<file path="config.mk">
export PLATFORM = sky130hd
export DESIGN_NAME = tlp_ordering_ecrc_path
export DESIGN_NICKNAME = d
export VERILOG_FILES = /design/src/tlp_ordering_ecrc_path.v
export VERILOG_INCLUDE_DIRS = /design/src
export SDC_FILE = /design/constraint.sdc
export NUM_CORES = 2
export LEC_CHECK = 0
export ABC_AREA = 1
export ABC_CLOCK_PERIOD_IN_PS = 45800
export BUFFER_PORTS_ARGS = -buffer_cell sky130_fd_sc_hd__clkbuf_2
export CORE_MARGIN = 1.5
export CORE_UTILIZATION = 66
export DETAILED_ROUTE_END_ITERATION = 8
export HOLD_SLACK_MARGIN = 0.1
export MAX_ROUTING_LAYER = met4
export PLACE_DENSITY = 0.86
export SLEW_MARGIN = 20
export SYNTH_ARGS = -nofsm -noshare
export SYNTH_HDL_FRONTEND = slang
export SYNTH_SLANG_ARGS = --single-unit
</file>
<file path="constraint.sdc">
create_clock -name core_clk -period 45.8 [get_ports core_clk]
set_input_delay 9.16 -clock core_clk [delete_from_list [all_inputs] [get_ports core_clk]]
set_output_delay 9.16 -clock core_clk [all_outputs]
set_load 0.03 [all_outputs]
</file>
<file path="src/tlp_ordering_ecrc_defines.vh">
// Shared offsets, field positions, reset values and encodings for the TLP ordering and ECRC path
`ifndef TLP_ORDERING_ECRC_DEFINES_VH
`define TLP_ORDERING_ECRC_DEFINES_VH

// Register byte addresses
`define REG_CTRL_ADDR        8'h00
`define REG_STATUS_ADDR      8'h04
`define REG_ERR_COUNT_ADDR   8'h08

// Control register fields and reset value
`define CTRL_CHECK_EN_BIT    0
`define CTRL_GEN_EN_BIT      1
`define CTRL_FWD_EN_BIT      2
`define CTRL_LFC_EN_BIT      3
`define CTRL_WIDTH           4
`define CTRL_RESET           4'h0

// Status register fields
`define STAT_STAGE_LSB       0
`define STAT_STAGE_MSB       3
`define STAT_LFC_OFFERED_BIT 4
`define STAT_ERR_SEEN_BIT    5

// Compact TLP header word fields
`define HDR_CLASS_LSB        0
`define HDR_CLASS_MSB        1
`define HDR_RO_BIT           2
`define HDR_DIGEST_BIT       3
`define HDR_CFG0_BIT         4
`define HDR_MSI_BIT          5

// Traffic classes
`define CLS_POSTED           2'h0
`define CLS_NONPOSTED        2'h1
`define CLS_COMPLETION       2'h2

// Link rate codes
`define RATE_GEN1            2'h1
`define RATE_GEN2            2'h2

// Receive queue geometry
`define QUEUE_DEPTH          3'h4
`define STAMP_WIDTH          5

// ECRC polynomial and seed
`define CRC_POLY             32'h04c11db7
`define CRC_SEED             32'hffffffff

// Configuration staging states, one-hot
`define STG_WAIT_PERIPH      4'h1
`define STG_TRAIN            4'h2
`define STG_LINK_CFG         4'h4
`define STG_CORE_READY       4'h8

`endif

</file>
<file path="src/tlp_ordering_ecrc_path.v">
// TLP receive ordering, ECRC check/strip/forward and transmit ECRC generation
// Overview of operation
// - Posted TLPs with relaxed order clear never pass earlier posted TLPs.
// - Posted TLPs with relaxed order set also never pass earlier posted TLPs.
// - Posted TLPs can always pass queued completions, avoiding deadlock.
// - Completion waits behind every queued posted TLP, even with its relaxed order bit set.
// - Completions of different requests are never reordered against each other.
// - Completions of one request leave in arrival, thus address, order.
// - Non-posted requests never pass other non-posted requests.
// - Type-0 config reads may pass reads; we keep strict order instead.
// - Type-0 config writes may pass I/O writes; strict order kept.
// - When app is full of non-posted, posted and completions bypass them; four queued non-posted block all receive input.
// - While hold input is high, non-posted TLPs are withheld from delivery.
// - MSI writes are handled exactly as ordinary posted memory writes.
// - Link-first flow: periphery loads, link reaches L0, then carries core config.
// - Link-first configuration offered only at first and second generation rates.
// - Check on: bad ECRC raises error and TLP is dropped.
// - Check off: bad ECRC raises no error and TLP is delivered.
// - Forwarding on keeps received ECRC attached; off strips it.
// - Digest flag set means an ECRC is appended to the TLP; receive keeps the flag set when forwarding off strips the ECRC.
// - Transmit, forwarding off: generate and set flag, or clear flag, no ECRC.
// - Transmit, forwarding on: application TLP sent unchanged.
`include "tlp_ordering_ecrc_defines.vh"
`default_nettype none

module tlp_ordering_ecrc_path (
  // Clock and reset
  input  wire        core_clk,
  input  wire        rst_n,
  // Register port
  input  wire [7:0]  reg_addr,
  input  wire [31:0] reg_wdata,
  input  wire        reg_wr,
  input  wire        reg_rd,
  output reg  [31:0] reg_rdata,
  // Receive TLPs from the link
  input  wire        rx_in_valid,
  input  wire [31:0] rx_in_hdr,
  input  wire [31:0] rx_in_data,
  input  wire [31:0] rx_in_ecrc,
  output reg         rx_in_ready,
  // Receive TLPs to the application
  output reg         rx_out_valid,
  output reg  [31:0] rx_out_hdr,
  output reg  [31:0] rx_out_data,
  output reg  [31:0] rx_out_ecrc,
  output reg         rx_out_ecrc_valid,
  input  wire        rx_out_ready,
  input  wire        rx_np_hold,
  output reg         rx_ecrc_error,
  // Transmit TLPs from the application
  input  wire        tx_in_valid,
  input  wire [31:0] tx_in_hdr,
  input  wire [31:0] tx_in_data,
  input  wire [31:0] tx_in_ecrc,
  output reg         tx_in_ready,
  // Transmit TLPs to the link
  output reg         tx_out_valid,
  output reg  [31:0] tx_out_hdr,
  output reg  [31:0] tx_out_data,
  output reg  [31:0] tx_out_ecrc,
  input  wire        tx_out_ready,
  // Configuration staging
  input  wire        periph_loaded,
  input  wire        link_l0,
  input  wire [1:0]  link_rate,
  input  wire        core_programmed,
  output reg         core_cfg_over_link,
  output reg         core_ready
);

  localparam ENT_W = 32 + 32 + 32 + 1 + `STAMP_WIDTH;

  // CRC-32 over header and data words
  function [31:0] crc64;
    input [63:0] d;
    integer i;
    reg [31:0] c;
    begin
      c = `CRC_SEED;
      for (i = 63; i >= 0; i = i - 1) begin
        if (c[31] ^ d[i]) begin
          c = {c[30:0], 1'b0} ^ `CRC_POLY;
        end else begin
          c = {c[30:0], 1'b0};
        end
      end
      crc64 = ~c;
    end
  endfunction

  // True when stamp a was taken before stamp b
  function older;
    input [`STAMP_WIDTH-1:0] a;
    input [`STAMP_WIDTH-1:0] b;
    reg [`STAMP_WIDTH-1:0] diff;
    begin
      diff = a - b;
      older = diff[`STAMP_WIDTH-1];
    end
  endfunction

  // Class decode, unknown codes join posted traffic
  function [1:0] class_of;
    input [31:0] hdr;
    begin
      if (hdr[`HDR_CLASS_MSB:`HDR_CLASS_LSB] == `CLS_NONPOSTED) begin
        class_of = `CLS_NONPOSTED;
      end else if (hdr[`HDR_CLASS_MSB:`HDR_CLASS_LSB] == `CLS_COMPLETION) begin
        class_of = `CLS_COMPLETION;
      end else begin
        class_of = `CLS_POSTED;
      end
    end
  endfunction

  // Control and status state
  reg [`CTRL_WIDTH-1:0]  ctrl_q;
  reg [15:0]             err_count_q;
  reg                    err_seen_q;
  reg [3:0]              stage_q;
  reg [3:0]              stage_d;

  wire check_en = ctrl_q[`CTRL_CHECK_EN_BIT];
  wire gen_en   = ctrl_q[`CTRL_GEN_EN_BIT];
  wire fwd_en   = ctrl_q[`CTRL_FWD_EN_BIT];
  wire lfc_en   = ctrl_q[`CTRL_LFC_EN_BIT];
  wire lfc_offered = lfc_en && ((link_rate == `RATE_GEN1) || (link_rate == `RATE_GEN2));

  // Receive queues, one region of four entries per class
  reg [ENT_W-1:0]        qmem [0:11];
  reg [5:0]              wr_ptr_q;
  reg [5:0]              rd_ptr_q;
  reg [8:0]              cnt_q;
  reg [8:0]              cnt_d;
  reg [`STAMP_WIDTH-1:0] stamp_q;

  // Receive check
  wire        rx_take   = rx_in_valid && rx_in_ready;
  wire        rx_digest = rx_in_hdr[`HDR_DIGEST_BIT];
  wire        rx_crc_ok = (crc64({rx_in_hdr, rx_in_data}) == rx_in_ecrc);
  wire        rx_bad    = rx_digest && !rx_crc_ok;
  wire        rx_drop   = rx_bad && check_en;
  wire        rx_push   = rx_take && !rx_drop;
  wire [1:0]  rx_cls    = class_of(rx_in_hdr);
  wire        keep_ecrc = rx_digest && fwd_en;

  // Queue heads
  wire [ENT_W-1:0]        head [0:2];
  wire [2:0]              head_v;
  wire [`STAMP_WIDTH-1:0] head_stamp [0:2];
  genvar g;
  generate
    for (g = 0; g < 3; g = g + 1) begin : g_head
      assign head[g]       = qmem[g * 4 + rd_ptr_q[g*2 +: 2]];
      assign head_v[g]     = (cnt_q[g*3 +: 3] != 3'h0);
      assign head_stamp[g] = head[g][`STAMP_WIDTH-1:0];
    end
  endgenerate

  wire [31:0] cpl_hdr = head[2][ENT_W-1 -: 32];

  // Posted head goes first: posted FIFO order, free pass over others
  wire pick_p = head_v[0];
  // Completion waits behind any posted head, relaxed or not, as the posted pick wins first
  wire pick_c = head_v[2] && (!head_v[0] || cpl_hdr[`HDR_RO_BIT] ||
                older(head_stamp[2], head_stamp[0]));
  // Non-posted waits for hold release and anything older
  wire pick_n = head_v[1] && !rx_np_hold &&
                (!head_v[0] || older(head_stamp[1], head_stamp[0])) &&
                (!head_v[2] || older(head_stamp[1], head_stamp[2]));

  wire out_free = !rx_out_valid || rx_out_ready;
  reg  [1:0] sel_cls;
  reg        sel_v;
  always @* begin
    sel_v   = 1'b0;
    sel_cls = `CLS_POSTED;
    if (out_free) begin
      if (pick_p) begin
        sel_v   = 1'b1;
        sel_cls = `CLS_POSTED;
      end else if (pick_c) begin
        sel_v   = 1'b1;
        sel_cls = `CLS_COMPLETION;
      end else if (pick_n) begin
        sel_v   = 1'b1;
        sel_cls = `CLS_NONPOSTED;
      end
    end
  end

  wire [ENT_W-1:0] sel_ent = head[sel_cls];

  // Queue occupancy next values
  integer k;
  always @* begin
    cnt_d = cnt_q;
    for (k = 0; k < 3; k = k + 1) begin
      if (rx_push && (rx_cls == k[1:0]) && !(sel_v && (sel_cls == k[1:0]))) begin
        cnt_d[k*3 +: 3] = cnt_q[k*3 +: 3] + 3'h1;
      end else if (!(rx_push && (rx_cls == k[1:0])) && sel_v && (sel_cls == k[1:0])) begin
        cnt_d[k*3 +: 3] = cnt_q[k*3 +: 3] - 3'h1;
      end
    end
  end

  // Queue storage and pointers
  always @(posedge core_clk) begin
    if (!rst_n) begin
      wr_ptr_q <= 6'h00;
      rd_ptr_q <= 6'h00;
      cnt_q    <= 9'h000;
      stamp_q  <= {`STAMP_WIDTH{1'b0}};
    end else begin
      cnt_q <= cnt_d;
      if (rx_push) begin
        qmem[rx_cls * 4 + wr_ptr_q[rx_cls*2 +: 2]] <=
          {rx_in_hdr, rx_in_data, keep_ecrc ? rx_in_ecrc : 32'h00000000, keep_ecrc, stamp_q};
        wr_ptr_q[rx_cls*2 +: 2] <= wr_ptr_q[rx_cls*2 +: 2] + 2'h1;
        stamp_q <= stamp_q + {{(`STAMP_WIDTH-1){1'b0}}, 1'b1};
      end
      if (sel_v) begin
        rd_ptr_q[sel_cls*2 +: 2] <= rd_ptr_q[sel_cls*2 +: 2] + 2'h1;
      end
    end
  end

  // Receive input ready, room in every class, one beat per two cycles
  always @(posedge core_clk) begin
    if (!rst_n) begin
      rx_in_ready <= 1'b0;
    end else begin
      rx_in_ready <= (cnt_d[2:0] < `QUEUE_DEPTH) && (cnt_d[5:3] < `QUEUE_DEPTH) &&
                     (cnt_d[8:6] < `QUEUE_DEPTH) && !rx_take;
    end
  end

  // Receive output stage
  always @(posedge core_clk) begin
    if (!rst_n) begin
      rx_out_valid      <= 1'b0;
      rx_out_hdr        <= 32'h00000000;
      rx_out_data       <= 32'h00000000;
      rx_out_ecrc       <= 32'h00000000;
      rx_out_ecrc_valid <= 1'b0;
    end else if (out_free) begin
      rx_out_valid <= sel_v;
      if (sel_v) begin
        rx_out_hdr        <= sel_ent[ENT_W-1 -: 32];
        rx_out_data       <= sel_ent[ENT_W-33 -: 32];
        rx_out_ecrc       <= sel_ent[ENT_W-65 -: 32];
        rx_out_ecrc_valid <= sel_ent[`STAMP_WIDTH];
      end
    end
  end

  // Error pulse, sticky flag and counter
  always @(posedge core_clk) begin
    if (!rst_n) begin
      rx_ecrc_error <= 1'b0;
      err_seen_q    <= 1'b0;
      err_count_q   <= 16'h0000;
    end else begin
      rx_ecrc_error <= rx_take && rx_drop;
      if (rx_take && rx_drop) begin
        err_seen_q <= 1'b1;
        if (err_count_q != 16'hffff) begin
          err_count_q <= err_count_q + 16'h0001;
        end
      end else if (reg_wr && (reg_addr == `REG_ERR_COUNT_ADDR)) begin
        err_seen_q  <= 1'b0;
        err_count_q <= 16'h0000;
      end
    end
  end

  // Transmit path
  wire        tx_take  = tx_in_valid && tx_in_ready;
  wire [31:0] tx_hdr_g = tx_in_hdr | (32'h00000001 << `HDR_DIGEST_BIT);
  wire [31:0] tx_hdr_n = tx_in_hdr & ~(32'h00000001 << `HDR_DIGEST_BIT);
  wire        tx_hold  = tx_out_valid && !tx_out_ready;
  always @(posedge core_clk) begin
    if (!rst_n) begin
      tx_out_valid <= 1'b0;
      tx_out_hdr   <= 32'h00000000;
      tx_out_data  <= 32'h00000000;
      tx_out_ecrc  <= 32'h00000000;
      tx_in_ready  <= 1'b0;
    end else begin
      tx_in_ready <= !(tx_take || tx_hold);
      if (tx_take) begin
        tx_out_valid <= 1'b1;
        tx_out_data  <= tx_in_data;
        if (fwd_en) begin
          tx_out_hdr  <= tx_in_hdr;
          tx_out_ecrc <= tx_in_ecrc;
        end else if (gen_en) begin
          tx_out_hdr  <= tx_hdr_g;
          tx_out_ecrc <= crc64({tx_hdr_g, tx_in_data});
        end else begin
          tx_out_hdr  <= tx_hdr_n;
          tx_out_ecrc <= 32'h00000000;
        end
      end else if (!tx_hold) begin
        tx_out_valid <= 1'b0;
      end
    end
  end

  // Configuration staging
  always @* begin
    stage_d = stage_q;
    case (stage_q)
      `STG_WAIT_PERIPH: begin
        if (periph_loaded) begin
          stage_d = lfc_offered ? `STG_TRAIN : `STG_LINK_CFG;
        end
      end
      `STG_TRAIN: begin
        if (link_l0) begin
          stage_d = `STG_LINK_CFG;
        end
      end
      `STG_LINK_CFG: begin
        if (core_programmed) begin
          stage_d = `STG_CORE_READY;
        end
      end
      `STG_CORE_READY: begin
        stage_d = `STG_CORE_READY;
      end
      default: begin
        stage_d = `STG_WAIT_PERIPH;
      end
    endcase
  end

  always @(posedge core_clk) begin
    if (!rst_n) begin
      stage_q            <= `STG_WAIT_PERIPH;
      core_cfg_over_link <= 1'b0;
      core_ready         <= 1'b0;
    end else begin
      stage_q            <= stage_d;
      core_cfg_over_link <= (stage_d == `STG_LINK_CFG) && lfc_offered && link_l0;
      core_ready         <= (stage_d == `STG_CORE_READY);
    end
  end

  // Register port
  always @(posedge core_clk) begin
    if (!rst_n) begin
      ctrl_q    <= `CTRL_RESET;
      reg_rdata <= 32'h00000000;
    end else begin
      if (reg_wr && (reg_addr == `REG_CTRL_ADDR)) begin
        ctrl_q <= reg_wdata[`CTRL_WIDTH-1:0];
      end
      reg_rdata <= 32'h00000000;
      if (reg_rd) begin
        case (reg_addr)
          `REG_CTRL_ADDR: begin
            reg_rdata <= {28'h0000000, ctrl_q};
          end
          `REG_STATUS_ADDR: begin
            reg_rdata <= {26'h0000000, err_seen_q, lfc_offered, stage_q};
          end
          `REG_ERR_COUNT_ADDR: begin
            reg_rdata <= {16'h0000, err_count_q};
          end
          default: begin
            reg_rdata <= 32'h00000000;
          end
        endcase
      end
    end
  end

endmodule

`default_nettype wire

</file>
### Word level (Yosys, flattened, before mapping)

Memories as Yosys holds them, arrays and structs flattened. A register that Yosys moved wholly into a read port is not among the register bits.
Cells that the tools add are included.

| storage, ports and cells | value |
|---|---|
| bits in registers | 283 |
| bits in latches | 0 |
| bits in writable memories | 1224 |
| ROM bits | 0 |
| input port bits | 246 |
| output and inout port bits | 232 |
| logic and storage cells | 821 |
| memories kept | 1 |

| cells by class | value |
|---|---|
| add/subtract/negate cells | 18 |
| multiply operators | 0 |
| divide/modulo/power cells | 0 |
| $lt $le $gt $ge | 4 |
| equality and inequality tests | 20 |
| shift-type cells | 6 |
| muxes and demuxes | 428 |
| bitwise gates (word level) | 254 |
| reductions and logical operators | 67 |

Memories:

| memory | depth | width | rd ports | clocked after Yosys merged registers in | wr ports | RTL line | source |
|---|---|---|---|---|---|---|---|
| qmem | 12 | 102 | 3 | 1 | 1 | tlp_ordering_ecrc_path.v:131 | `reg [ENT_W-1:0] qmem [0:11];` |

Operator list:

| cell | count |
|---|---|
| 32-bit 2-to-1 mux | 259 |
| 27-bit 2-to-1 mux | 128 |
| 14-bit inverter | 126 |
| 102-bit binary-select mux with 2-bit select | 1 |
| 102-bit 2-to-1 mux | 2 |
| 1-bit bitwise XOR | 120 |
| 3-bit negation with 34-bit output | 2 |
| 2-bit by 34-bit variable shift with 6-bit output (first input constant) | 2 |
| 2-bit by 34-bit variable part select with 6-bit output | 2 |
| 32-bit inverter | 2 |
| 16-bit 2-to-1 mux | 3 |
| 16-bit case mux with 3 select lines | 1 |
| 1-bit logical AND | 35 |
| 32-bit equality test | 1 |
| 4-bit 2-to-1 mux | 7 |
| 3-bit 2-to-1 mux | 7 |
| 16-bit by 1-bit adder with 16-bit output (second input constant) | 1 |
| 16-bit inequality test (second input constant) | 1 |
| 4-bit case mux with 4 select lines | 1 |
| 1-bit zero test | 15 |
| 5-bit subtractor | 3 |
| 6-bit bitwise mux | 2 |
| 1-bit 2-to-1 mux | 12 |
| 6-bit by 4-bit variable part select with 2-bit output | 2 |
| 28 further kinds | 62 |

### Longest topological paths before layout

| depth | value |
|---|---|
| depth in word-level cells | 386 |
| gate-level depth with buffers | 63 |
| gate-level depth less buffers | 62 |

### Least setup slack after synthesis

Ideal clock, no wire load.

| timing path | value |
|---|---|
| path type | input port to flip-flop |
| start point | input rx_in_hdr[31] |
| end point | memory qmem[11][100] (netlist name) (enable) |
| library setup time | 0.671 ns |
| arrival time | 20.719 ns |
| required time | 45.129 ns |
| setup slack | 24.410 ns |
| stages on the path | 56 |
| buffers on the path | 3 |
| cells stage by stage | buf_4 > inv_2 > nand2_1 > nand2_2 > nand2_1 > nand3_1 > nand2_2 > nand2_1 > nand2_2 > nand2_1 > nand3_1 > nand2_2 > nand2_1 > nand2_1 > inv_1 > nand2_1 > nand2_1 > buf_2 > [... 20 more ...] > nand2_1 > nand2_2 > inv_1 > nand2_2 > nand2_2 > inv_1 > nand2_1 > nand2_1 > nand2_1 > nand2_1 > nor2_1 > nand2_1 > nor2_1 > nand3_1 > nand2_2 > nand3_1 > buf_4 > nor3_1 |

| on the way | value |
|---|---|
| cells in the longest elaborated chain, start to end | 91 |
| elaborated cells between the ends (all ways) | 188 |
| classes of those cells | eq/ne: 1; mux: 67; bitwise: 115; reduce/logical: 5 |

Ends and longest elaborated chain:

| what | RTL line | source |
|---|---|---|
| start, declared | tlp_ordering_ecrc_path.v:38 | `input wire [31:0] rx_in_hdr,` |
| 27-bit 2-to-1 mux * | tlp_ordering_ecrc_path.v:82 | `if (c[31] ^ d[i]) begin` |
| 27-bit 2-to-1 mux (tied with other cells) | tlp_ordering_ecrc_path.v:82 |  |
| 27-bit 2-to-1 mux / 14-bit inverter (equally long branches) (2 in series) | - |  |
| 14-bit inverter (no source line) / 27-bit 2-to-1 mux (equally long branches) | - |  |
| 27-bit 2-to-1 mux (tied with other cells) | tlp_ordering_ecrc_path.v:82 |  |
| 27-bit 2-to-1 mux / 14-bit inverter (equally long branches) | - |  |
| 27-bit 2-to-1 mux (tied with other cells) | tlp_ordering_ecrc_path.v:82 |  |
| 27-bit 2-to-1 mux / 14-bit inverter (equally long branches) (3 in series) | - |  |
| [... 72 more ...] | - |  |
| 1-bit zero test * | tlp_ordering_ecrc_path.v:142 | `wire rx_bad = rx_digest && !rx_crc_ok;` |
| 1-bit logical AND * | tlp_ordering_ecrc_path.v:142 |  |
| 1-bit logical AND * | tlp_ordering_ecrc_path.v:143 | `wire rx_drop = rx_bad && check_en;` |
| 1-bit zero test * | tlp_ordering_ecrc_path.v:144 | `wire rx_push = rx_take && !rx_drop;` |
| 1-bit logical AND * | tlp_ordering_ecrc_path.v:144 |  |
| 1-bit 2-to-1 mux * | tlp_ordering_ecrc_path.v:217 | `if (rx_push) begin` |
| 1-bit 2-to-1 mux * | tlp_ordering_ecrc_path.v:210 | `if (!rst_n) begin` |
| 1-bit 2-to-1 mux * | tlp_ordering_ecrc_path.v:219 | `{rx_in_hdr, rx_in_data, keep_ecrc ? rx_in_ecrc : 32'h00000000, keep_ecrc, stamp_q};` |
| end, declared | tlp_ordering_ecrc_path.v:131 |  |

Mark *: on every way between the ends. The rest lies on a longest branch, timed or not.

### Worst setup path after layout

| timing path | value |
|---|---|
| start point | input rx_in_hdr[31] |
| end point | memory qmem[8][31] (netlist name) (enable) |

Same word-level chain as after synthesis.

==> results.txt <==
CTS resizes = 0
Max Root-Sink Buffers = 3
CP max stage cell = buf_4
Setup Viol. Count Final = 0
Cts hold-fix bufs = 0
Post-Route Setup TNS = 0 ps
DRC Markers = 0
Worst-skew pair later-pin latency = 780 ps
Worst hold path type = register to register
RSZ-0062 raised after global routing = false
Initial antenna violation count = 20
Largest net degree at the start of global routing = 164
H-tree depth = 4
Layout cells sized above 1 = 11.99%
Met2 Usage GRT = 65.04%
Worst-path maximum fanout = 35
Synth-to-Final Area Change = 11.38%
Rel. slew slack = 15.83%
DR WL/cell = 23.66 um
Kind of critical path = input pin to register
Synth warnings = 0
Worst path bufs/invs = 8
Die W = 333.2 um
Area leader, netlist = edfxtp_1
Avg Vias per Cell = 6.382
Crit path from = rx_in_hdr[31]
Final Hold Violating Endpoints = 0
Min cycle time layout = 19,190 ps
Status = finished, final reports clean
Crit path to = qmem[8][31]
Reg2reg path depth = 17
GR Util All Layers = 40.66%
Worst Tran Pin Value = 1263 ps
CTS tree = built
Commonest cells post-synth = nand2_1, edfxtp_1, o21ai_0
Grt met1 use = 50.00%
CP dominant cell by count = nand2_1
Post-synth EDFFs = 1,164
Synth Area per Inst = 9.436 um2
WP depth = 51
Total CTS buffers = 143
First-pass GRT wire length = 332,300 um
Antenna Nets Post-Route = 0
Max stage delay on crit path = 710 ps
Placed wire-length estimate = 137,400 um
Vias in the first global route = 57,920
Nets = 8,194
Synth Cell Area = 0.07198 mm2
Via Count = 60,460
Main synth FF type = edfxtp_1
Clock Tree Root = clkbuf_16
Port Buffers = 433
Synthesized flop and latch total = 1,428
Yosys cell types = 53
Register-to-register setup slack = 41,890 ps
Cells after Synth = 7,628
Num Clock Sinks = 1,428
Busiest grt layer = met2
Synth area leaders = edfxtp_1, nand2_1, dfxtp_1
Seq/Total Area, Yosys = 55.90%
Fin. max-slew vios = 0
Drt pass-1 iters = 8
Die Span Y = 333.2 um
Post-synth top area share = 48.56%
Cell family with most CP delay = simple AND/OR/NAND/NOR gates
Total Die Area = 0.1110 mm2
Fraction of registers with async set or reset after synthesis = 0%
Post-route clock period utilization = 41.89%
Initial DRC Count = 7,924
Final Util = 74.47%
Gr ovfl total = 0
Worst EP required = 46,180 ps
Most frequent cell after synthesis = nand2_1
Clock slew at reported path FFs = 70 ps
Crit. End Element = register
Skew final = 41.80 ps
Reg2Reg Launch Point = cnt_q[0]
Post-CTS setup repair buffer count = 0
Initial core utilization = 66.86%
Fmax = 0.05212 GHz
Crit path DAT = 19,560 ps
Max-cap violations = 0
Grt met3 use = 7.878%
Critical path launch point type = input pin
RR Endpoint = rx_in_ready
Core Box Area = 0.1077 mm2
IO Count = 478
Detailed Route WL = 224,100 um
# rows = 120
Gpl congestion = 1.017
[area by class of cell]
cell class	count	area, um2
clock inverters	78	1067
multi-input cells	5376	28580
fillers	7159	27480
well taps	1403	1755
repair buffers	494	2688
flip-flops and latches	1428	40260
diodes	23	57.56
inverters	483	1857
clock buffers	188	3900
[cells by family after synthesis]
family                     count (synthesis)  share of synthesized area (%)
and+or+nand+nor                         3268                          18.65
AOI/OAI and AO/OA                       1471                          11.82
DFF                                     1428                          55.90
buffers and inverters                    839                          4.572
xor gates and xnor gates                 599                          8.671
adders and majority gates                 22                         0.3824
other                                      1                       0.005210
[per-layer routing]
metal	vias to the layer above	routed length [um]
met3	812	27660
li1	26770	-
met2	4542	106200
met5	-	0
met4	0	10280
met1	28340	79970
[tightest hold or removal path: stages (launching register included)]
cell	delay, ps
dfxtp_1	300
inv_1	70
a211oi_1	60
[cells in the final DEF (no fill, tap or decap), types with 258 or more instances in the layout]
cell      synthesis  layout
o21ai_0         612     612
a21oi_1         443     442
edfxtp_1       1164    1164
inv_1           449     440
clkbuf_2          0     432
xor2_1          383     383
nand2_1        2013    2012
dfxtp_1         264     258
nand3_1         497     497
nor2_1          568     568
[flip-flops by register name (all words and copies together) (netlist names), 4 cells and up, named ones only]
name and flops:
cnt_q 9, ctrl_q 4, err_count_q 16, qmem 1164, rd_ptr_q 6, reg_rdata 16, rx_out_data 32, rx_out_ecrc 32
rx_out_hdr 32, stage_q 4, tx_out_data 32, tx_out_ecrc 32, tx_out_hdr 32, wr_ptr_q 6
[worst min path at each step]
| stage | start | to | slack [ps] | depth (start not counted) |
|---|---|---|---|---|
| 2_1_floorplan | wr_ptr_q[4] | wr_ptr_q[4] | 430 | 2 |
| 3_3_place_gp | err_seen_q | err_seen_q | 450 | 1 |
| 3_5_place_dp | wr_ptr_q[5] | wr_ptr_q[5] | 460 | 2 |
| 4_1_cts | wr_ptr_q[5] | wr_ptr_q[5] | 470 | 2 |
| 5_1_grt | wr_ptr_q[0] | wr_ptr_q[0] | 490 | 2 |
| 6_report | wr_ptr_q[4] | wr_ptr_q[4] | 470 | 2 |
[through the flow]
step	hold slack [ps]	cells	worst slack (ps)	cell area, um2
after global placement	451.9	9182	26440	75090
after floorplan	431.9	7643	24410	72030
after CTS	470.9	9448	27120	80050
after detailed placement	460.8	9182	26370	75090
final	474.7	9473	26610	80170
after global routing	487.1	9469	25940	80160
Power is left out: the tool's default activity adds up to more than one toggle a clock period on the data nets, which glitch-free logic cannot reach.
